## config.mk

```make
export PLATFORM = sky130hd
export DESIGN_NAME = basc_top
export DESIGN_NICKNAME = d
export VERILOG_FILES = /design/src/design/basc_top.v
export VERILOG_INCLUDE_DIRS = /design/src /design/src/design
export SDC_FILE = /design/constraint.sdc
export NUM_CORES = 1
export LEC_CHECK = 0
export BUFFER_PORTS_ARGS = -buffer_cell sky130_fd_sc_hd__buf_2
export CORE_ASPECT_RATIO = 2
export CORE_MARGIN = 2
export CORE_UTILIZATION = 53
export DETAILED_ROUTE_END_ITERATION = 8
export PLACE_DENSITY = 0.69
export SYNTH_ARGS = -nofsm -noshare
export SYNTH_HDL_FRONTEND = slang
export SYNTH_HIERARCHICAL = 1
export SYNTH_SLANG_ARGS = --single-unit
```

## constraint.sdc

```tcl
create_clock -name i_mclk -period 22.8 [get_ports i_mclk]
set_clock_uncertainty 0.15 [all_clocks]
set_input_delay 3.42 -clock i_mclk [delete_from_list [all_inputs] [get_ports i_mclk]]
set_output_delay 3.42 -clock i_mclk [all_outputs]
set_load 0.005 [all_outputs]
```

## src/design/basc_defines.vh

```
// Register map, field positions, reset values and timing counts of the serial controller
`ifndef BASC_DEFINES_VH
`define BASC_DEFINES_VH
// Register addresses
`define BASC_A_DATA 3'h0
`define BASC_A_AUX 3'h1
`define BASC_A_BANK 3'h2
`define BASC_A_LINE 3'h3
`define BASC_A_MODE 3'h4
`define BASC_A_STAT 3'h5
`define BASC_A_MDM 3'h6
`define BASC_A_GEN 3'h7
// Banks
`define BASC_B0 2'h0
`define BASC_B1 2'h1
`define BASC_B2 2'h2
`define BASC_B3 2'h3
// Slots of the plain read/write registers
`define BASC_NCFG 21
`define BASC_S_ADDRESS_CHAR_ZERO 5'h00
`define BASC_S_ADDRESS_CHAR_ONE 5'h01
`define BASC_S_BAUD_GEN_A_CONFIG 5'h02
`define BASC_S_BAH 5'h03
`define BASC_S_BAL 5'h04
`define BASC_S_BAUD_GEN_B_CONFIG 5'h05
`define BASC_S_BBH 5'h06
`define BASC_S_BBL 5'h07
`define BASC_S_CLOCK_CONFIGURATION 5'h08
`define BASC_S_FMD 5'h09
`define BASC_S_GER 5'h0a
`define BASC_S_IMD 5'h0b
`define BASC_S_LCR 5'h0c
`define BASC_S_MCR 5'h0d
`define BASC_S_MIE 5'h0e
`define BASC_S_MSR 5'h0f
`define BASC_S_PMD 5'h10
`define BASC_S_RIE 5'h11
`define BASC_S_RMD 5'h12
`define BASC_S_TMD 5'h13
`define BASC_S_TIMER_INTERRUPT_ENABLE 5'h14
// Reset values
`define BASC_R_BAL 8'h02
`define BASC_R_BBL 8'h05
`define BASC_R_BAUD_GEN_A_CONFIG 8'h04
`define BASC_R_BAUD_GEN_B_CONFIG 8'h84
`define BASC_R_IMD 8'h0c
`define BASC_R_MIE 8'h0f
`define BASC_R_PMD 8'hfc
`define BASC_R_RIE 8'h1e
`define BASC_R_ZERO 8'h00
`define BASC_R_TIMER_STATUS 8'h30
// Field positions
`define BASC_LCR_DLS 7
`define BASC_LCR_STOP2 2
`define BASC_LCR_PAREN 3
`define BASC_LCR_EVEN 4
`define BASC_BANK_LO 5
`define BASC_MCR_LOOP 4
`define BASC_MCR_ECHO 5
`define BASC_TMD_NINE 0
`define BASC_TMD_MARK 1
`define BASC_RMD_ADDR 0
`define BASC_RMD_CTRL 1
`define BASC_CLOCK_CONFIGURATION_RXB 0
`define BASC_CLOCK_CONFIGURATION_TXB 1
`define BASC_GER_RX 0
`define BASC_GER_TX 1
`define BASC_GER_ERR 2
// Timing: last sample index of a bit and mid-bit point
`define BASC_OVS 4'hf
`define BASC_MID 4'h7
`endif

```

## src/design/basc_top.v

```verilog
// Banked asynchronous serial controller with transmit and receive FIFOs
`timescale 1ns/1ps
`include "basc_defines.vh"

// ********************************
// FIFO with programmable usable depth
// ********************************
module basc_fifo #(
  parameter W = 11,
  parameter D = 4,
  parameter AW = 2
) (
  // Clock and reset
  input wire i_mclk,
  input wire i_rst,
  // Control
  input wire i_flush,
  input wire [AW:0] i_limit,
  // Fill side
  input wire i_valid,
  output wire o_ready,
  input wire [W-1:0] i_data,
  // Drain side
  output wire o_valid,
  input wire i_ready,
  output wire [W-1:0] o_data,
  output wire [AW:0] o_level
);
  reg [W-1:0] mem [0:D-1];
  reg [AW-1:0] wp_q;
  reg [AW-1:0] rp_q;
  reg [AW:0] cnt_q;
  wire push;
  wire pop;
  assign o_ready = cnt_q < i_limit;
  assign o_valid = cnt_q != {(AW+1){1'b0}};
  assign o_data = mem[rp_q];
  assign o_level = cnt_q;
  assign push = i_valid & o_ready;
  assign pop = o_valid & i_ready;
  always @(posedge i_mclk) begin
    if (push) begin
      mem[wp_q] <= i_data;
    end
  end
  always @(posedge i_mclk or posedge i_rst) begin
    if (i_rst) begin
      wp_q <= {AW{1'b0}};
      rp_q <= {AW{1'b0}};
      cnt_q <= {(AW+1){1'b0}};
    end else if (i_flush) begin
      wp_q <= {AW{1'b0}};
      rp_q <= {AW{1'b0}};
      cnt_q <= {(AW+1){1'b0}};
    end else begin
      if (push) begin
        wp_q <= wp_q + 1'b1;
      end
      if (pop) begin
        rp_q <= rp_q + 1'b1;
      end
      if (push & ~pop) begin
        cnt_q <= cnt_q + 1'b1;
      end else if (pop & ~push) begin
        cnt_q <= cnt_q - 1'b1;
      end
    end
  end
endmodule

// Overview of operation
// - Transmit FIFO four by eleven, depth one-four
// - Transmit engine shifts frames out LSB first
// - Receiver samples, frames, stores into FIFO
// - Three-bit address, eight-bit data bus decode
// - Act only with select and strobe low
// - Interrupt output follows enabled service requests
// - Address two selects bank, reads interrupt
// - Bank zero latch select reaches divisor A
// - Banks zero (latch select clear) and one: address zero reads receive, writes transmit
// - Bank three address zero: divisor B, clock
// - Character lengths five to nine bits
// - Two baud generators derive bit timing
// - Programmable FIFO thresholds raise service requests
// - Automatic echo and internal loopback modes
// - Address match, control char, parity, stops
// - Bank zero offers legacy register model
// - Reset loads documented register defaults
module basc_top (
  // Clock and reset
  input wire i_mclk,
  input wire i_rst,
  // Host bus
  input wire [2:0] i_addr,
  input wire [7:0] i_data,
  output reg [7:0] o_data_q,
  output reg o_data_oe_q,
  input wire i_read_strobe_low,
  input wire i_write_strobe_low,
  input wire i_select_low,
  output reg o_irq_q,
  // Serial line
  input wire i_rxd,
  output reg o_txd_q
);
  localparam TX_IDLE = 2'b01;
  localparam TX_SHIFT = 2'b10;
  localparam RX_IDLE = 4'b0001;
  localparam RX_START = 4'b0010;
  localparam RX_BITS = 4'b0100;
  localparam RX_DONE = 4'b1000;

  // ********************************
  // Register decode
  // ********************************
  function [5:0] cfg_map;
    input [5:0] key;
    begin
      casez (key)
        {`BASC_B0, `BASC_A_GEN, 1'b?}: cfg_map = {1'b1, `BASC_S_ADDRESS_CHAR_ZERO};
        {`BASC_B2, `BASC_A_STAT, 1'b?}: cfg_map = {1'b1, `BASC_S_ADDRESS_CHAR_ONE};
        {`BASC_B3, `BASC_A_AUX, 1'b0}: cfg_map = {1'b1, `BASC_S_BAUD_GEN_A_CONFIG};
        {`BASC_B0, `BASC_A_AUX, 1'b1}: cfg_map = {1'b1, `BASC_S_BAH};
        {`BASC_B0, `BASC_A_DATA, 1'b1}: cfg_map = {1'b1, `BASC_S_BAL};
        {`BASC_B3, `BASC_A_LINE, 1'b?}: cfg_map = {1'b1, `BASC_S_BAUD_GEN_B_CONFIG};
        {`BASC_B3, `BASC_A_AUX, 1'b1}: cfg_map = {1'b1, `BASC_S_BBH};
        {`BASC_B3, `BASC_A_DATA, 1'b1}: cfg_map = {1'b1, `BASC_S_BBL};
        {`BASC_B3, `BASC_A_DATA, 1'b0}: cfg_map = {1'b1, `BASC_S_CLOCK_CONFIGURATION};
        {`BASC_B2, `BASC_A_AUX, 1'b?}: cfg_map = {1'b1, `BASC_S_FMD};
        {`BASC_B0, `BASC_A_AUX, 1'b0}: cfg_map = {1'b1, `BASC_S_GER};
        {`BASC_B2, `BASC_A_MODE, 1'b?}: cfg_map = {1'b1, `BASC_S_IMD};
        {`BASC_B0, `BASC_A_LINE, 1'b?}: cfg_map = {1'b1, `BASC_S_LCR};
        {`BASC_B0, `BASC_A_MODE, 1'b?}: cfg_map = {1'b1, `BASC_S_MCR};
        {`BASC_B1, `BASC_A_MODE, 1'b?}: cfg_map = {1'b1, `BASC_S_MCR};
        {`BASC_B3, `BASC_A_STAT, 1'b?}: cfg_map = {1'b1, `BASC_S_MIE};
        {`BASC_B0, `BASC_A_MDM, 1'b?}: cfg_map = {1'b1, `BASC_S_MSR};
        {`BASC_B1, `BASC_A_MDM, 1'b?}: cfg_map = {1'b1, `BASC_S_MSR};
        {`BASC_B3, `BASC_A_MODE, 1'b?}: cfg_map = {1'b1, `BASC_S_PMD};
        {`BASC_B2, `BASC_A_MDM, 1'b?}: cfg_map = {1'b1, `BASC_S_RIE};
        {`BASC_B2, `BASC_A_GEN, 1'b?}: cfg_map = {1'b1, `BASC_S_RMD};
        {`BASC_B2, `BASC_A_LINE, 1'b?}: cfg_map = {1'b1, `BASC_S_TMD};
        {`BASC_B3, `BASC_A_MDM, 1'b?}: cfg_map = {1'b1, `BASC_S_TIMER_INTERRUPT_ENABLE};
        default: cfg_map = 6'h00;
      endcase
    end
  endfunction

  function [7:0] cfg_reset;
    input integer idx;
    begin
      case (idx)
        `BASC_S_BAL: cfg_reset = `BASC_R_BAL;
        `BASC_S_BBL: cfg_reset = `BASC_R_BBL;
        `BASC_S_BAUD_GEN_A_CONFIG: cfg_reset = `BASC_R_BAUD_GEN_A_CONFIG;
        `BASC_S_BAUD_GEN_B_CONFIG: cfg_reset = `BASC_R_BAUD_GEN_B_CONFIG;
        `BASC_S_IMD: cfg_reset = `BASC_R_IMD;
        `BASC_S_MIE: cfg_reset = `BASC_R_MIE;
        `BASC_S_PMD: cfg_reset = `BASC_R_PMD;
        `BASC_S_RIE: cfg_reset = `BASC_R_RIE;
        default: cfg_reset = `BASC_R_ZERO;
      endcase
    end
  endfunction

  // ********************************
  // Host access tracking
  // ********************************
  reg rd_act_q;
  reg wr_act_q;
  reg [2:0] r_addr_q;
  reg [2:0] w_addr_q;
  reg [7:0] w_data_q;
  reg [1:0] bank_q;
  reg [7:0] cfg_q [0:`BASC_NCFG-1];
  wire rd_act = ~i_select_low & ~i_read_strobe_low;
  wire wr_act = ~i_select_low & ~i_write_strobe_low;
  // Side effects land when the strobe ends, once address and data have settled
  wire rd_done = rd_act_q & ~rd_act;
  wire wr_done = wr_act_q & ~wr_act;
  wire dls = cfg_q[`BASC_S_LCR][`BASC_LCR_DLS];
  wire [5:0] r_map = cfg_map({bank_q, i_addr, dls});
  wire [5:0] w_map = cfg_map({bank_q, w_addr_q, dls});
  wire [4:0] bb = {bank_q, w_addr_q} & 5'h1f;
  wire w_data_port = (w_addr_q == `BASC_A_DATA) & ((bank_q == `BASC_B0) & ~dls | (bank_q == `BASC_B1));
  wire w_mark_port = bb == {`BASC_B1, `BASC_A_AUX};
  wire w_cmd = (bank_q == `BASC_B1) & (w_addr_q != `BASC_A_MODE) & ~w_data_port & ~w_mark_port;
  wire r_data_port = (r_addr_q == `BASC_A_DATA) & ((bank_q == `BASC_B0) & ~dls | (bank_q == `BASC_B1));
  wire r_lsr = {bank_q, r_addr_q} == {`BASC_B0, `BASC_A_STAT};
  wire r_rst = {bank_q, r_addr_q} == {`BASC_B1, `BASC_A_STAT};
  wire rcm_wr = wr_done & ({bank_q, w_addr_q} == {`BASC_B1, `BASC_A_STAT});
  wire tcm_wr = wr_done & ({bank_q, w_addr_q} == {`BASC_B1, `BASC_A_MDM});

  always @(posedge i_mclk or posedge i_rst) begin
    if (i_rst) begin
      rd_act_q <= 1'b0;
      wr_act_q <= 1'b0;
      r_addr_q <= 3'h0;
      w_addr_q <= 3'h0;
      w_data_q <= 8'h00;
      bank_q <= `BASC_B0;
    end else begin
      rd_act_q <= rd_act;
      wr_act_q <= wr_act;
      if (rd_act) begin
        r_addr_q <= i_addr;
      end
      if (wr_act) begin
        w_addr_q <= i_addr;
        w_data_q <= i_data;
      end
      if (wr_done & (w_addr_q == `BASC_A_BANK)) begin
        bank_q <= w_data_q[`BASC_BANK_LO+1:`BASC_BANK_LO];
      end
    end
  end

  genvar gi;
  generate
    for (gi = 0; gi < `BASC_NCFG; gi = gi + 1) begin : g_cfg
      always @(posedge i_mclk or posedge i_rst) begin
        if (i_rst) begin
          cfg_q[gi] <= cfg_reset(gi);
        end else if (wr_done & w_map[5] & (w_map[4:0] == gi) & ~w_cmd
                     & (w_addr_q != `BASC_A_BANK)) begin
          cfg_q[gi] <= w_data_q;
        end
      end
    end
  endgenerate

  // ********************************
  // Baud generators
  // ********************************
  wire [15:0] div_w [0:1];
  wire [1:0] tick_w;
  assign div_w[0] = {cfg_q[`BASC_S_BAH], cfg_q[`BASC_S_BAL]};
  assign div_w[1] = {cfg_q[`BASC_S_BBH], cfg_q[`BASC_S_BBL]};
  generate
    for (gi = 0; gi < 2; gi = gi + 1) begin : g_baud
      reg [15:0] cnt_q;
      // A divisor of zero behaves as one
      assign tick_w[gi] = (cnt_q + 16'h0001) >= div_w[gi];
      always @(posedge i_mclk or posedge i_rst) begin
        if (i_rst) begin
          cnt_q <= 16'h0000;
        end else if (tick_w[gi]) begin
          cnt_q <= 16'h0000;
        end else begin
          cnt_q <= cnt_q + 16'h0001;
        end
      end
    end
  endgenerate
  wire tx_tick = tick_w[cfg_q[`BASC_S_CLOCK_CONFIGURATION][`BASC_CLOCK_CONFIGURATION_TXB]];
  wire rx_tick = tick_w[cfg_q[`BASC_S_CLOCK_CONFIGURATION][`BASC_CLOCK_CONFIGURATION_RXB]];

  // ********************************
  // Character format
  // ********************************
  wire [7:0] line_control = cfg_q[`BASC_S_LCR];
  wire par_en = line_control[`BASC_LCR_PAREN];
  wire [3:0] nbits = cfg_q[`BASC_S_TMD][`BASC_TMD_NINE] ? 4'h9 : 4'h5 + {2'b00, line_control[1:0]};
  // Frame length: start, data, optional parity, one or two stops
  wire [3:0] tx_len = 4'h2 + nbits + {3'h0, par_en} + {3'h0, line_control[`BASC_LCR_STOP2]};
  wire [3:0] rx_len = 4'h1 + nbits + {3'h0, par_en};

  // ********************************
  // FIFOs
  // ********************************
  wire [10:0] txf_q;
  wire txf_valid;
  wire txf_ready;
  wire [2:0] txf_level;
  wire [10:0] rxf_q;
  wire rxf_valid;
  wire rxf_ready;
  wire [2:0] rxf_level;
  wire tx_pop;
  reg rx_push;
  reg [10:0] rx_word;
  wire [8:0] tx_word = {w_mark_port | cfg_q[`BASC_S_TMD][`BASC_TMD_MARK], w_data_q};
  wire tx_push = wr_done & (w_data_port | w_mark_port);
  wire rx_pop = rd_done & r_data_port;

  basc_fifo #(.W(11), .D(4), .AW(2)) u_txf (
    .i_mclk(i_mclk),
    .i_rst(i_rst),
    .i_flush(tcm_wr),
    .i_limit({1'b0, cfg_q[`BASC_S_TMD][7:6]} + 3'h1),
    .i_valid(tx_push),
    .o_ready(txf_ready),
    .i_data({2'b00, tx_word}),
    .o_valid(txf_valid),
    .i_ready(tx_pop),
    .o_data(txf_q),
    .o_level(txf_level)
  );

  basc_fifo #(.W(11), .D(4), .AW(2)) u_rxf (
    .i_mclk(i_mclk),
    .i_rst(i_rst),
    .i_flush(rcm_wr),
    .i_limit({1'b0, cfg_q[`BASC_S_RMD][7:6]} + 3'h1),
    .i_valid(rx_push),
    .o_ready(rxf_ready),
    .i_data(rx_word),
    .o_valid(rxf_valid),
    .i_ready(rx_pop),
    .o_data(rxf_q),
    .o_level(rxf_level)
  );

  // ********************************
  // Transmit engine
  // ********************************
  reg [1:0] tx_st_q;
  reg [12:0] tx_sh_q;
  reg [3:0] tx_left_q;
  reg [3:0] tx_ph_q;
  reg [12:0] frame;
  reg [8:0] dmask;
  integer k;
  integer m;
  // A frame starts on a tick, so its start bit lasts a whole bit time
  assign tx_pop = (tx_st_q == TX_IDLE) & txf_valid & tx_tick;
  always @* begin
    frame = 13'h1fff;
    dmask = 9'h000;
    frame[0] = 1'b0;
    for (k = 0; k < 9; k = k + 1) begin
      if (k < nbits) begin
        frame[k+1] = txf_q[k];
        dmask[k] = txf_q[k];
      end
    end
    if (par_en) begin
      frame[nbits+1] = (^dmask) ^ ~line_control[`BASC_LCR_EVEN];
    end
  end
  always @(posedge i_mclk or posedge i_rst) begin
    if (i_rst) begin
      tx_st_q <= TX_IDLE;
      tx_sh_q <= 13'h1fff;
      tx_left_q <= 4'h0;
      tx_ph_q <= 4'h0;
    end else begin
      case (tx_st_q)
        TX_IDLE: begin
          if (txf_valid & tx_tick) begin
            tx_sh_q <= frame;
            tx_left_q <= tx_len;
            tx_ph_q <= 4'h0;
            tx_st_q <= TX_SHIFT;
          end
        end
        TX_SHIFT: begin
          if (tx_tick) begin
            tx_ph_q <= tx_ph_q + 4'h1;
            if (tx_ph_q == `BASC_OVS) begin
              tx_sh_q <= {1'b1, tx_sh_q[12:1]};
              tx_left_q <= tx_left_q - 4'h1;
              if (tx_left_q == 4'h1) begin
                tx_st_q <= TX_IDLE;
              end
            end
          end
        end
        default: tx_st_q <= TX_IDLE;
      endcase
    end
  end

  // ********************************
  // Receive engine
  // ********************************
  reg [3:0] rx_st_q;
  reg [3:0] rx_ph_q;
  reg [3:0] rx_n_q;
  reg [10:0] rx_sh_q;
  reg listen_q;
  reg ovr_q;
  reg perr_q;
  reg ferr_q;
  reg ctrl_q;
  reg amatch_q;
  reg [8:0] rd9;
  reg rx_par_bad;
  reg rx_stop_bad;
  reg is_addr;
  reg addr_hit;
  wire [7:0] receive_mode = cfg_q[`BASC_S_RMD];
  wire loop = cfg_q[`BASC_S_MCR][`BASC_MCR_LOOP];
  wire rx_in = loop ? tx_sh_q[0] : i_rxd;
  always @* begin
    rd9 = 9'h000;
    for (m = 0; m < 9; m = m + 1) begin
      if (m < nbits) begin
        rd9[m] = rx_sh_q[m];
      end
    end
    rx_par_bad = par_en & ((^rd9) ^ rx_sh_q[nbits] ^ ~line_control[`BASC_LCR_EVEN]);
    rx_stop_bad = ~rx_in;
    is_addr = receive_mode[`BASC_RMD_ADDR] & (nbits == 4'h9) & rd9[8];
    addr_hit = (rd9[7:0] == cfg_q[`BASC_S_ADDRESS_CHAR_ZERO]) | (rd9[7:0] == cfg_q[`BASC_S_ADDRESS_CHAR_ONE]);
    rx_word = {rx_stop_bad, rx_par_bad, rd9};
    rx_push = (rx_st_q == RX_DONE) & (is_addr ? addr_hit : listen_q);
  end
  always @(posedge i_mclk or posedge i_rst) begin
    if (i_rst) begin
      rx_st_q <= RX_IDLE;
      rx_ph_q <= 4'h0;
      rx_n_q <= 4'h0;
      rx_sh_q <= 11'h000;
      listen_q <= 1'b1;
    end else begin
      case (rx_st_q)
        RX_IDLE: begin
          rx_ph_q <= 4'h0;
          rx_n_q <= 4'h0;
          if (~rx_in) begin
            rx_st_q <= RX_START;
          end
        end
        RX_START: begin
          if (rx_tick) begin
            rx_ph_q <= rx_ph_q + 4'h1;
            if (rx_ph_q == `BASC_MID) begin
              rx_ph_q <= 4'h0;
              rx_st_q <= rx_in ? RX_IDLE : RX_BITS;
            end
          end
        end
        RX_BITS: begin
          if (rx_tick) begin
            rx_ph_q <= rx_ph_q + 4'h1;
            if (rx_ph_q == `BASC_OVS) begin
              rx_n_q <= rx_n_q + 4'h1;
              if (rx_n_q == rx_len - 4'h1) begin
                rx_st_q <= RX_DONE;
              end else begin
                rx_sh_q[rx_n_q] <= rx_in;
              end
            end
          end
        end
        RX_DONE: begin
          if (is_addr) begin
            listen_q <= addr_hit;
          end
          rx_st_q <= RX_IDLE;
        end
        default: rx_st_q <= RX_IDLE;
      endcase
    end
  end

  // ********************************
  // Status flags; a new event wins over a read that clears it
  // ********************************
  wire rx_done = rx_st_q == RX_DONE;
  always @(posedge i_mclk or posedge i_rst) begin
    if (i_rst) begin
      ovr_q <= 1'b0;
      perr_q <= 1'b0;
      ferr_q <= 1'b0;
      ctrl_q <= 1'b0;
      amatch_q <= 1'b0;
    end else begin
      ovr_q <= (rx_push & ~rxf_ready) | (ovr_q & ~(rd_done & r_lsr));
      perr_q <= (rx_push & rx_par_bad) | (perr_q & ~(rd_done & r_lsr));
      ferr_q <= (rx_push & rx_stop_bad) | (ferr_q & ~(rd_done & r_lsr));
      ctrl_q <= (rx_done & receive_mode[`BASC_RMD_CTRL] & (rd9[7:0] == cfg_q[`BASC_S_ADDRESS_CHAR_ZERO]))
                | (ctrl_q & ~(rd_done & r_rst));
      amatch_q <= (rx_done & is_addr & addr_hit) | (amatch_q & ~(rd_done & r_rst));
    end
  end

  // ********************************
  // Service requests and read data
  // ********************************
  wire [7:0] general_enable = cfg_q[`BASC_S_GER];
  wire [7:0] fifo_mode = cfg_q[`BASC_S_FMD];
  wire rx_req = rxf_level > {1'b0, fifo_mode[5:4]};
  wire tx_req = txf_level <= {1'b0, fifo_mode[1:0]};
  wire tx_idle = (tx_st_q == TX_IDLE) & ~txf_valid;
  wire err_any = ovr_q | perr_q | ferr_q;
  wire irq_rx = general_enable[`BASC_GER_RX] & rx_req;
  wire irq_tx = general_enable[`BASC_GER_TX] & tx_req;
  wire irq_err = general_enable[`BASC_GER_ERR] & err_any;
  wire irq_any = irq_rx | irq_tx | irq_err;
  wire [1:0] src = irq_err ? 2'h3 : irq_rx ? 2'h2 : irq_tx ? 2'h1 : 2'h0;
  wire [7:0] gir = {1'b0, bank_q, 2'b00, src, ~irq_any};
  wire [7:0] line_status = {1'b0, tx_idle, ~txf_valid, 1'b0, ferr_q, perr_q, ovr_q, rxf_valid};
  wire [7:0] general_status = {3'h0, tx_idle, 2'h0, tx_req, rx_req};
  wire [7:0] rst_r = {6'h00, amatch_q, ctrl_q};
  wire [7:0] fifo_level = {1'b0, rxf_level, 1'b0, txf_level};
  wire [4:0] rk = {bank_q, i_addr};
  wire r_port = (i_addr == `BASC_A_DATA) & ((bank_q == `BASC_B0) & ~dls | (bank_q == `BASC_B1));
  reg [7:0] rdat;
  always @* begin
    rdat = 8'h00;
    if (i_addr == `BASC_A_BANK) begin
      rdat = gir;
    end else if (r_port) begin
      rdat = rxf_q[7:0];
    end else if (rk == {`BASC_B1, `BASC_A_AUX}) begin
      rdat = {5'h00, rxf_q[10:8]};
    end else if (rk == {`BASC_B1, `BASC_A_LINE}) begin
      rdat = `BASC_R_TIMER_STATUS;
    end else if (rk == {`BASC_B1, `BASC_A_MODE}) begin
      rdat = fifo_level;
    end else if (rk == {`BASC_B0, `BASC_A_STAT}) begin
      rdat = line_status;
    end else if (rk == {`BASC_B1, `BASC_A_STAT}) begin
      rdat = rst_r;
    end else if (rk == {`BASC_B1, `BASC_A_GEN}) begin
      rdat = general_status;
    end else if (r_map[5]) begin
      rdat = cfg_q[r_map[4:0]];
    end
  end

  // ********************************
  // Registered outputs
  // ********************************
  always @(posedge i_mclk or posedge i_rst) begin
    if (i_rst) begin
      o_data_q <= 8'h00;
      o_data_oe_q <= 1'b0;
      o_irq_q <= 1'b0;
      o_txd_q <= 1'b1;
    end else begin
      o_data_q <= rd_act ? rdat : 8'h00;
      o_data_oe_q <= rd_act;
      o_irq_q <= irq_any;
      if (cfg_q[`BASC_S_MCR][`BASC_MCR_ECHO]) begin
        o_txd_q <= i_rxd;
      end else begin
        o_txd_q <= loop | tx_sh_q[0];
      end
    end
  end
endmodule

```

### Word-level counts from Yosys, hierarchy flattened

Memories as Yosys holds them, arrays and structs flattened.
Cells that the tools add are included.

| operators by class | value |
|---|---|
| order comparisons | 23 |
| add/sub/neg operators | 24 |
| muxes and demuxes | 113 |
| bitwise operators | 152 |
| reduce and logical (&&, ||, !) cells | 31 |
| equal/unequal tests | 104 |

Operators with widths:

| operator | number |
|---|---|
| 6-bit case mux with 21 select lines | 2 |
| 5-bit == test (second input constant) | 25 |
| 1-bit bitwise AND | 113 |
| 8-bit 2-to-1 mux | 12 |
| 5-bit by 4-bit == test with 1-bit output (second input constant) | 19 |
| 4-bit 2-to-1 mux | 17 |
| 5-bit by 3-bit == test with 1-bit output (second input constant) | 12 |
| 13-bit 2-to-1 mux | 4 |
| 6-bit == test (second input constant) | 8 |
| 1-bit 2-to-1 mux | 42 |
| 8-bit binary-select mux with 5-bit select | 1 |
| 16-bit by 1-bit adder with 16-bit output (second input constant) | 2 |
| 16-bit >= comparator | 2 |
| 16-bit 2-to-1 mux | 2 |
| 2-bit 2-to-1 mux | 14 |
| 13-bit case mux with 2 select lines | 1 |
| 6-bit by 2-bit == test with 1-bit output (second input constant) | 4 |
| 4-bit case mux with 2 select lines | 3 |
| 4-bit case mux with 3 select lines | 2 |
| 3-bit 2-to-1 mux | 7 |
| 1-bit NOT | 21 |
| 5-bit by 2-bit == test with 1-bit output (second input constant) | 4 |
| 2-bit != test (second input constant) | 9 |
| 9-bit XOR reduction | 2 |
| other kinds (56) | 119 |

| storage, ports and cells | value |
|---|---|
| memories | 2 |
| bits of input ports | 17 |
| output and inout port bits | 11 |
| logic and storage cells | 501 |
| register bits after elaboration | 294 |
| bits in writable memories | 80 |

Memories:

| name | depth | bits a word | rd ports | clocked after Yosys merged registers in | write ports | line | text |
|---|---|---|---|---|---|---|---|
| u_rxf.mem | 4 | 11 | 1 | 0 | 1 | basc_top.v:29 | `reg [W-1:0] mem [0:D-1];` |
| u_txf.mem | 4 | 9 | 1 | 0 | 1 | basc_top.v:29 |  |

### Logic depth before layout (Yosys ltp)

Gate-level depths: netlist (run 1).

| depth | value |
|---|---|
| depth after elaboration | 17 |
| mapped depth | 22 |
| depth with buffers taken out | 21 |

### Modules after synthesis

The synthesis (run 1) kept the hierarchy.

Modules (own cells, without submodules):

| module | area an instance (um^2) | times used | seq. area each (um^2) | cells each |
|---|---|---|---|---|
| basc_top | 16789.9 | 1 | 7055.5 | 1714 |
| basc_fifo | 2124.5 | 2 | 1496.4 | 111 |

### Worst setup path before layout (run 1)

No wires, ideal clock.

| path | value |
|---|---|
| kind | input -> register |
| start point | input i_read_strobe_low |
| end point | register u_rxf.cnt_q[2], in the netlist u_rxf/o_level[2] |
| path slack | 16.739 ns |
| buffers on the path | 1 |
| data arrival time | 5.833 ns |
| stages on the path | 11 |
| data required time | 22.572 ns |
| library setup time | 0.078 ns |
| cell sequence | or2_2 -> clkbuf_1 -> clkinv_1 -> nor3b_1 -> nor4b_1 -> o31ai_1 -> ha_1 -> fa_1 -> xnor2_1 -> or3_1 -> a21oi_1 |

| between the ends | value |
|---|---|
| cells in the longest elaborated chain, start to end | 10 |
| elaborated cells on any way between the ends | 12 |
| classes of those cells | mux (2); bitwise (9); reduce/logical (1) |

Ends and longest elaborated chain:

| what | line | text |
|---|---|---|
| start, declared | basc_top.v:98 | `input wire i_read_strobe_low,` |
| 1-bit NOT * | basc_top.v:175 | `wire rd_act = ~i_select_low & ~i_read_strobe_low;` |
| 1-bit bitwise AND * | basc_top.v:175 |  |
| via rd_act | basc_top.v:175 |  |
| 1-bit NOT * | basc_top.v:178 | `wire rd_done = rd_act_q & ~rd_act;` |
| 1-bit bitwise AND * | basc_top.v:178 |  |
| 1-bit bitwise AND * | basc_top.v:283 | `wire rx_pop = rd_done & r_data_port;` |
| via rx_pop | basc_top.v:283 |  |
| 1-bit bitwise AND * | basc_top.v:40 | `assign pop = o_valid & i_ready;` |
| 1-bit NOT | basc_top.v:62 | `if (push & ~pop) begin` |
| 1-bit bitwise AND | basc_top.v:62 |  |
| 3-bit 2-to-1 mux | basc_top.v:62 |  |
| 3-bit 2-to-1 mux | basc_top.v:51 | `end else if (i_flush) begin` |
| end signal, assigned | basc_top.v:50 | `cnt_q <= {(AW+1){1'b0}};` |
| end signal, assigned | basc_top.v:54 | `cnt_q <= {(AW+1){1'b0}};` |
| end signal, assigned | basc_top.v:63 | `cnt_q <= cnt_q + 1'b1;` |
| end, declared | basc_top.v:32 | `reg [AW:0] cnt_q;` |

The timed path passes the listed nets; every way through them passes the cells marked *.
A chain may end at the register's enable or synchronous reset.

### Final worst setup path (run 1)

| path | value |
|---|---|
| start point | input i_addr[2] |
| end point | register o_data_q[6] |

| between the ends | value |
|---|---|
| cells in the longest elaborated chain, start to end | 17 |
| elaborated cells on any way between the ends | 48 |
| classes of those cells | eq/ne (29); mux (14); bitwise (2); reduce/logical (3) |

Ends and longest elaborated chain:

| what | line | text |
|---|---|---|
| start, declared | basc_top.v:94 | `input wire [2:0] i_addr,` |
| 5-bit by 4-bit == test with 1-bit output, or another cell as far along | basc_top.v:119 | `casez (key)` |
| 2-bit OR reduction (no line) | -- |  |
| 6-bit case mux with 21 select lines | basc_top.v:119 |  |
| 5-bit NOT with 6-bit output (not written as such) | basc_top.v:519 | `rdat = cfg_q[r_map[4:0]];` |
| 8-bit binary-select mux with 5-bit select | basc_top.v:519 |  |
| 8-bit 2-to-1 mux (not written as such) (2 in a row) | basc_top.v:519 |  |
| 8-bit 2-to-1 mux | basc_top.v:518 | `end else if (r_map[5]) begin` |
| 8-bit 2-to-1 mux | basc_top.v:516 | `` end else if (rk == {`BASC_B1, `BASC_A_GEN}) begin `` |
| 8-bit 2-to-1 mux | basc_top.v:514 | `` end else if (rk == {`BASC_B1, `BASC_A_STAT}) begin `` |
| 8-bit 2-to-1 mux | basc_top.v:512 | `` end else if (rk == {`BASC_B0, `BASC_A_STAT}) begin `` |
| 8-bit 2-to-1 mux | basc_top.v:510 | `` end else if (rk == {`BASC_B1, `BASC_A_MODE}) begin `` |
| 8-bit 2-to-1 mux | basc_top.v:508 | `` end else if (rk == {`BASC_B1, `BASC_A_LINE}) begin `` |
| 8-bit 2-to-1 mux | basc_top.v:506 | `` end else if (rk == {`BASC_B1, `BASC_A_AUX}) begin `` |
| 8-bit 2-to-1 mux | basc_top.v:504 | `end else if (r_port) begin` |
| 8-bit 2-to-1 mux * | basc_top.v:502 | `` if (i_addr == `BASC_A_BANK) begin `` |
| 8-bit 2-to-1 mux * | basc_top.v:533 | `o_data_q <= rd_act ? rdat : 8'h00;` |
| end signal, assigned | basc_top.v:533 |  |
| end, declared | basc_top.v:96 | `output reg [7:0] o_data_q,` |

Mark *: on every way between the ends. The rest lies on a longest branch, timed or not. The select of a mux whose other input is x is not followed.

==> results of run 1 <==
==> worst paths after layout <==
kind / to / cells past startpoint
worst max-delay path: o_data_q[6] / 8
worst min-delay path: tx_sh_q[0] / 2
worst max register to register: u_txf/o_level[2] / 19
worst min register to register: tx_sh_q[0] / 2
max in group asynchronous: g_baud[0].cnt_q[2] / 4
min in group asynchronous: u_rxf/o_level[1] / 2
==> final cells by class <==
type,count,area [um^2]
Clock buffer,48,1040
Clock inverter,15,133
Fill cell,3318,16300
Inverter,86,330
Multi-Input combinational cell,1344,10100
Sequential cell,374,9810
Tap cell,520,651
Timing Repair Buffer,50,308
==> worst max-delay path: stages <==
cell and delay (ns):
buf_2 0.67, nor3b_1 0.51, o21a_1 0.25, or3_1 0.72, nor2_1 0.33, a21boi_0 0.21
a2111oi_0 0.39, a32o_1 0.23
==> state kept, by name, indices dropped and copies added, names as in the netlist, 4 cells and up <==
| signal | flops |
|---|---|
| o_data_q | 8 |
| line_control | 8 |
| general_enable | 8 |
| g_baud.cnt_q | 32 |
| cfg_q | 136 |
| tx_sh_q | 13 |
| w_data_q | 8 |
| rx_st_q | 4 |
| receive_mode | 8 |
| fifo_mode | 8 |
| rx_ph_q | 4 |
| rx_n_q | 4 |
| u_txf/mem | 36 |
| rx_sh_q | 11 |
| tx_left_q | 4 |
| u_rxf/mem | 44 |
| tx_ph_q | 4 |
==> stage by stage <==
step / worst slack [ns] / cell area, um^2 / hold slack [ns] / power [mW] / util [%]
3_5_place_dp: 15.87 / 21200 / 0.318 / 1.77 / 54.9
6_report: 16.35 / 22400 / 0.333 / 2.38 / 57.9
5_1_grt: 16.12 / 22400 / 0.355 / 2.49 / 57.9
4_1_cts: 16.40 / 22400 / 0.339 / 2.38 / 57.9
3_3_place_gp: 16.01 / 21200 / 0.318 / 1.75 / 54.9
2_1_floorplan: 11.57 / 20700 / 0.290 / 1.50 / -
==> power by group through the flow <==
stage          combinational, mW  clock [mW]  sequential (mW)
2_1_floorplan              0.607           0            0.895
3_3_place_gp               0.770           0            0.980
3_5_place_dp               0.788           0            0.984
4_1_cts                    0.791       0.616            0.972
5_1_grt                    0.865       0.639            0.991
6_report                   0.795       0.607            0.976
==> layer usage <==
metal | GRT usage (%) | part of all wire (%)
met2 | 56.9 | 53
met4 | 22.8 | 9.0
met5 | 0 | 0
met1 | 32.1 | 33
met3 | 4.00 | 4.2
==> impl_metrics.toml, run 1 <==
[hold_path]
min-delay-path-class = "flip-flop to flip-flop"
hold_start = "tx_sh_q[1]"

[pwr]
p_int_mw = 1.48
powerDensity_mw_per_mm2 = 106
p_sw_share_pct = 37.7
p_clk_share_pct = 25.5
ir_drop_mv = 0.0658
p_switching_mw = 0.895
seqPwrFrac_pct = 41.0
power_frac_comb_pct = 33.4
p_leak_nw = 9.74

[placement]
dpl.hpwl_um = 45900
place.gp.congestion = 1.02
place_inst = 2374
io_buffers = 27

[die]
rows = 102
die-area_mm2 = 0.0408
io_pins = 28
dieWidth_um = 144
initial_core_util_pct = 53.6
die_y_um = 284
core-area_mm2 = 0.0387

[layout]
drive_above_1_share_pct = 21.0
antenna_cells = 0
layout_commonest_cell = "dfrtp_1"
finalNetCount = 1977
area_growth_pct = 7.90
mostFrequentLayoutCells = "255 x dfrtp_1, 195 x mux2_2, 183 x nand2_1, 96 x nor2_1, 94 x nand3_1"
fin_cells = 2437

[critical_path]
cp-startpoint = "i_addr[2]"
rrSetupSlack_ns = 17.12
cp-end-kind = "flip-flop"
cp.arrival_ns = 6.77
reg2reg_from = "g_baud[0].cnt_q[2]"
critPathMaxFanout = 48
start_kind = "primary input"
path_class = "primary input to flip-flop"
cp.required_ns = 23.12

[global_routing]
grt_first_pass_wirelength_um = 95700
globalRouteOverflowTotal = 0
grt_max_degree = 141
grt_util_all_layers_pct = 31.3
antenna_found_initial = 1
grt_pass1_vias = 16200

[timing]
finalCriticalPeriod_ns = 6.45
maxSlewHeadroom_pct = 10.1
finalHoldViolations = 0
finalCritPeriodShare_pct = 28.3
slew_viol_final = 0
rsz0062_at_grt = "no"
setup_violations = 0
worst_pin_slew_ns = 1.34
timing.setup.tns_ns = 0
fmax_mhz = 155

[clock_network]
cts_root_buf = "clkbuf_16"
cts.sinks = 374
postCtsSetupBuffers = 0
hold_buffers = 0
tritoncts = "built"
h-tree-depth = 2
cts_made_buffers = 35
cts_resized = 0
clock_latency_ns = 0.54
clk_pin_slew_worst_paths_ns = 0.07
cts_buffer_depth = 3

[yosys]
synthCells = 1924
synth_area_per_cell_um2 = 10.8
syn_area_mm2 = 0.0207
ys_warn_count = 6
synth_nets = 2010

[detailed_routing]
drc = 0
antenna_left = 0
routed_via_density = 6.41
wirelength_um = 62600
firstDrtPassIters = 5
vias = 15600
routedWlPerCell_um = 25.7
initialDrtViolationCount = 999

[run]
drv_cap = 0

[run_status]
status = "completed"
Power figures use the tool's default switching activity.
==> run 2, diff against run 1 <==
Settings changed: ABC_AREA from default to 1.
Clock period 22.8 ns to 6.3 ns, I/O delays scaled along.
==> run 2 against run 1 <==
Sequential power grew to 3.3 times the previous value. Total power grew to 3.5 times the previous value. First-iteration DRC count grew 64%. Count of clock-buffer cells in the layout grew 1. Synthesized cell count grew 29%. Worst hold slack lost 0.095 ns. Sequential share of layout area grew 1.8 points. Via count grew 5.2%. Core utilization shrank 0.74 points. Area after synthesis shrank 2.9%. Sequential cell count is the same. Routed wire length shrank 16%. Critical path type is now flip-flop to flip-flop. Critical endpoint is now rx_sh_q[2]. Largest power group unchanged.
==> impl_metrics.toml, run 2 <==
[placement]
place.gp.congestion = 1.02
pre_cts_ws_ns = 1.31
io_buffers = 27
dpl.hpwl_um = 36800
place_inst = 2880

[yosys]
synthCells = 2486
ys_warn_count = 6
syn_area_mm2 = 0.0201
synth_area_per_cell_um2 = 8.10
synth_nets = 2572

[critical_path]
start_kind = "flip-flop"
cp.arrival_ns = 5.28
rrSetupSlack_ns = 1.28
cp.required_ns = 6.57
cp-end-kind = "flip-flop"
critPathMaxFanout = 17
path_class = "flip-flop to flip-flop"

[timing]
setup_violations = 0
worst_pin_slew_ns = 1.16
finalCriticalPeriod_ns = 5.02
fmax_mhz = 199
finalHoldViolations = 0
finalWorstSetupSlack_ns = 1.28
maxSlewHeadroom_pct = 22.6
rsz0062_at_grt = "no"
slew_viol_final = 0
finalCritPeriodShare_pct = 79.6
timing.setup.tns_ns = 0

[global_routing]
grt_first_pass_wirelength_um = 84600
grt_pass1_vias = 15500
antenna_found_initial = 0
grt_util_all_layers_pct = 27.2
grt_max_degree = 185
globalRouteOverflowTotal = 0

[die]
dieWidth_um = 142
rows = 101
core-area_mm2 = 0.0377
die-area_mm2 = 0.0397
io_pins = 28
die_y_um = 280
initial_core_util_pct = 53.5

[clock_network]
cts_resized = 0
tritoncts = "built"
postCtsSetupBuffers = 0
cts.sinks = 374
cts_buffer_depth = 3
hold_buffers = 0
h-tree-depth = 2
cts_root_buf = "clkbuf_16"
cts_made_buffers = 35
clk_pin_slew_worst_paths_ns = 0.06
clock_latency_ns = 0.53

[layout]
finalNetCount = 2540
largest_reg_flops = 136
area_growth_pct = 6.87
layout_commonest_cell = "nand2_1"
top_register = "cfg_q"
top_regs = "cfg_q x136, u_rxf/mem x44, u_txf/mem x36"
mostFrequentLayoutCells = "588 x nand2_1, 290 x inv_1, 255 x dfrtp_1, 212 x nand3_1, 212 x nor2_1"
drive_above_1_share_pct = 7.62
fin_cells = 2943
antenna_cells = 0

[pwr]
p_leak_nw = 9.77
ir_drop_mv = 0.339
powerDensity_mw_per_mm2 = 390

[detailed_routing]
routedWlPerCell_um = 17.9
vias = 16400
drc = 0
firstDrtPassIters = 7
antenna_left = 0
initialDrtViolationCount = 1638
wirelength_um = 52600
routed_via_density = 5.58

[run_status]
status = "completed"

[run]
drv_cap = 0

[hold_path]
min-delay-path-class = "primary input to async pin"
run 2: report_power, final:
group / switching, mW / internal (mW)
clock: 0.920 / 1.26
sequential: 0.343 / 2.86
combinational: 2.06 / 0.937
run 2: through the flow:
stage | area (um^2) | total power, mW | hold slack (ns) | util [%]
after floorplan | 20100 | 5.39 | 0.298 | -
after global placement | 20400 | 6.15 | 0.309 | 54.0
after detailed placement | 20400 | 6.20 | 0.313 | 54.0
after CTS | 21500 | 8.40 | 0.229 | 57.1
after global routing | 21500 | 8.90 | 0.250 | 57.1
final | 21500 | 8.38 | 0.238 | 57.1
run 2: area by class of cell:
| cell class | instances | area (um^2) |
|---|---|---|
| Fill cell | 3446 | 16100 |
| Multi-Input combinational cell | 1696 | 8540 |
| Tap cell | 463 | 579 |
| Timing Repair Buffer | 43 | 268 |
| Inverter | 304 | 1160 |
| Clock buffer | 49 | 1020 |
| Sequential cell | 374 | 9810 |
| Clock inverter | 14 | 146 |
run 2: worst paths after layout:
check,from,to,cells past startpoint
max in group asynchronous,i_rst,g_baud[0].cnt_q[7],3
worst min register to register,tx_sh_q[5],tx_sh_q[5],2
worst max-delay path,g_baud[0].cnt_q[0],rx_sh_q[2],25
worst max register to register,g_baud[0].cnt_q[0],rx_sh_q[2],25
worst min-delay path,i_rst,u_rxf/o_level[0],2
min in group i_mclk,tx_sh_q[5],tx_sh_q[5],2
run 2: critical path: stages (launching register included):
cell,delay (ns)
dfrtp_1,0.40
ha_1,0.20
nand2_1,0.08
inv_1,0.09
nand3_1,0.10
nor2_1,0.19
nand2_1,0.11
nor3b_1,0.30
nand3_1,0.14
nor2_1,0.13
nand2_1,0.07
xor2_1,0.17
inv_1,0.06
ha_1,0.27
nand2_1,0.06
inv_1,0.05
nand3_1,0.07
nor3_1,0.19
nand2_1,0.10
nand3_1,0.50
o21ai_0,0.18
buf_4,0.21
nor2_1,0.77
nand3_1,0.14
nand2_1,0.10
nand2_1,0.07
run 2: layer usage:
metal | vias up | track usage (%) | part of all wire [%]
met5 | - | 0 | 0
met4 | 0 | 12.1 | 4.8
met3 | 127 | 2.84 | 5.6
met2 | 535 | 43.3 | 47
met1 | 7705 | 37.6 | 43
li1 | 8059 | - | -
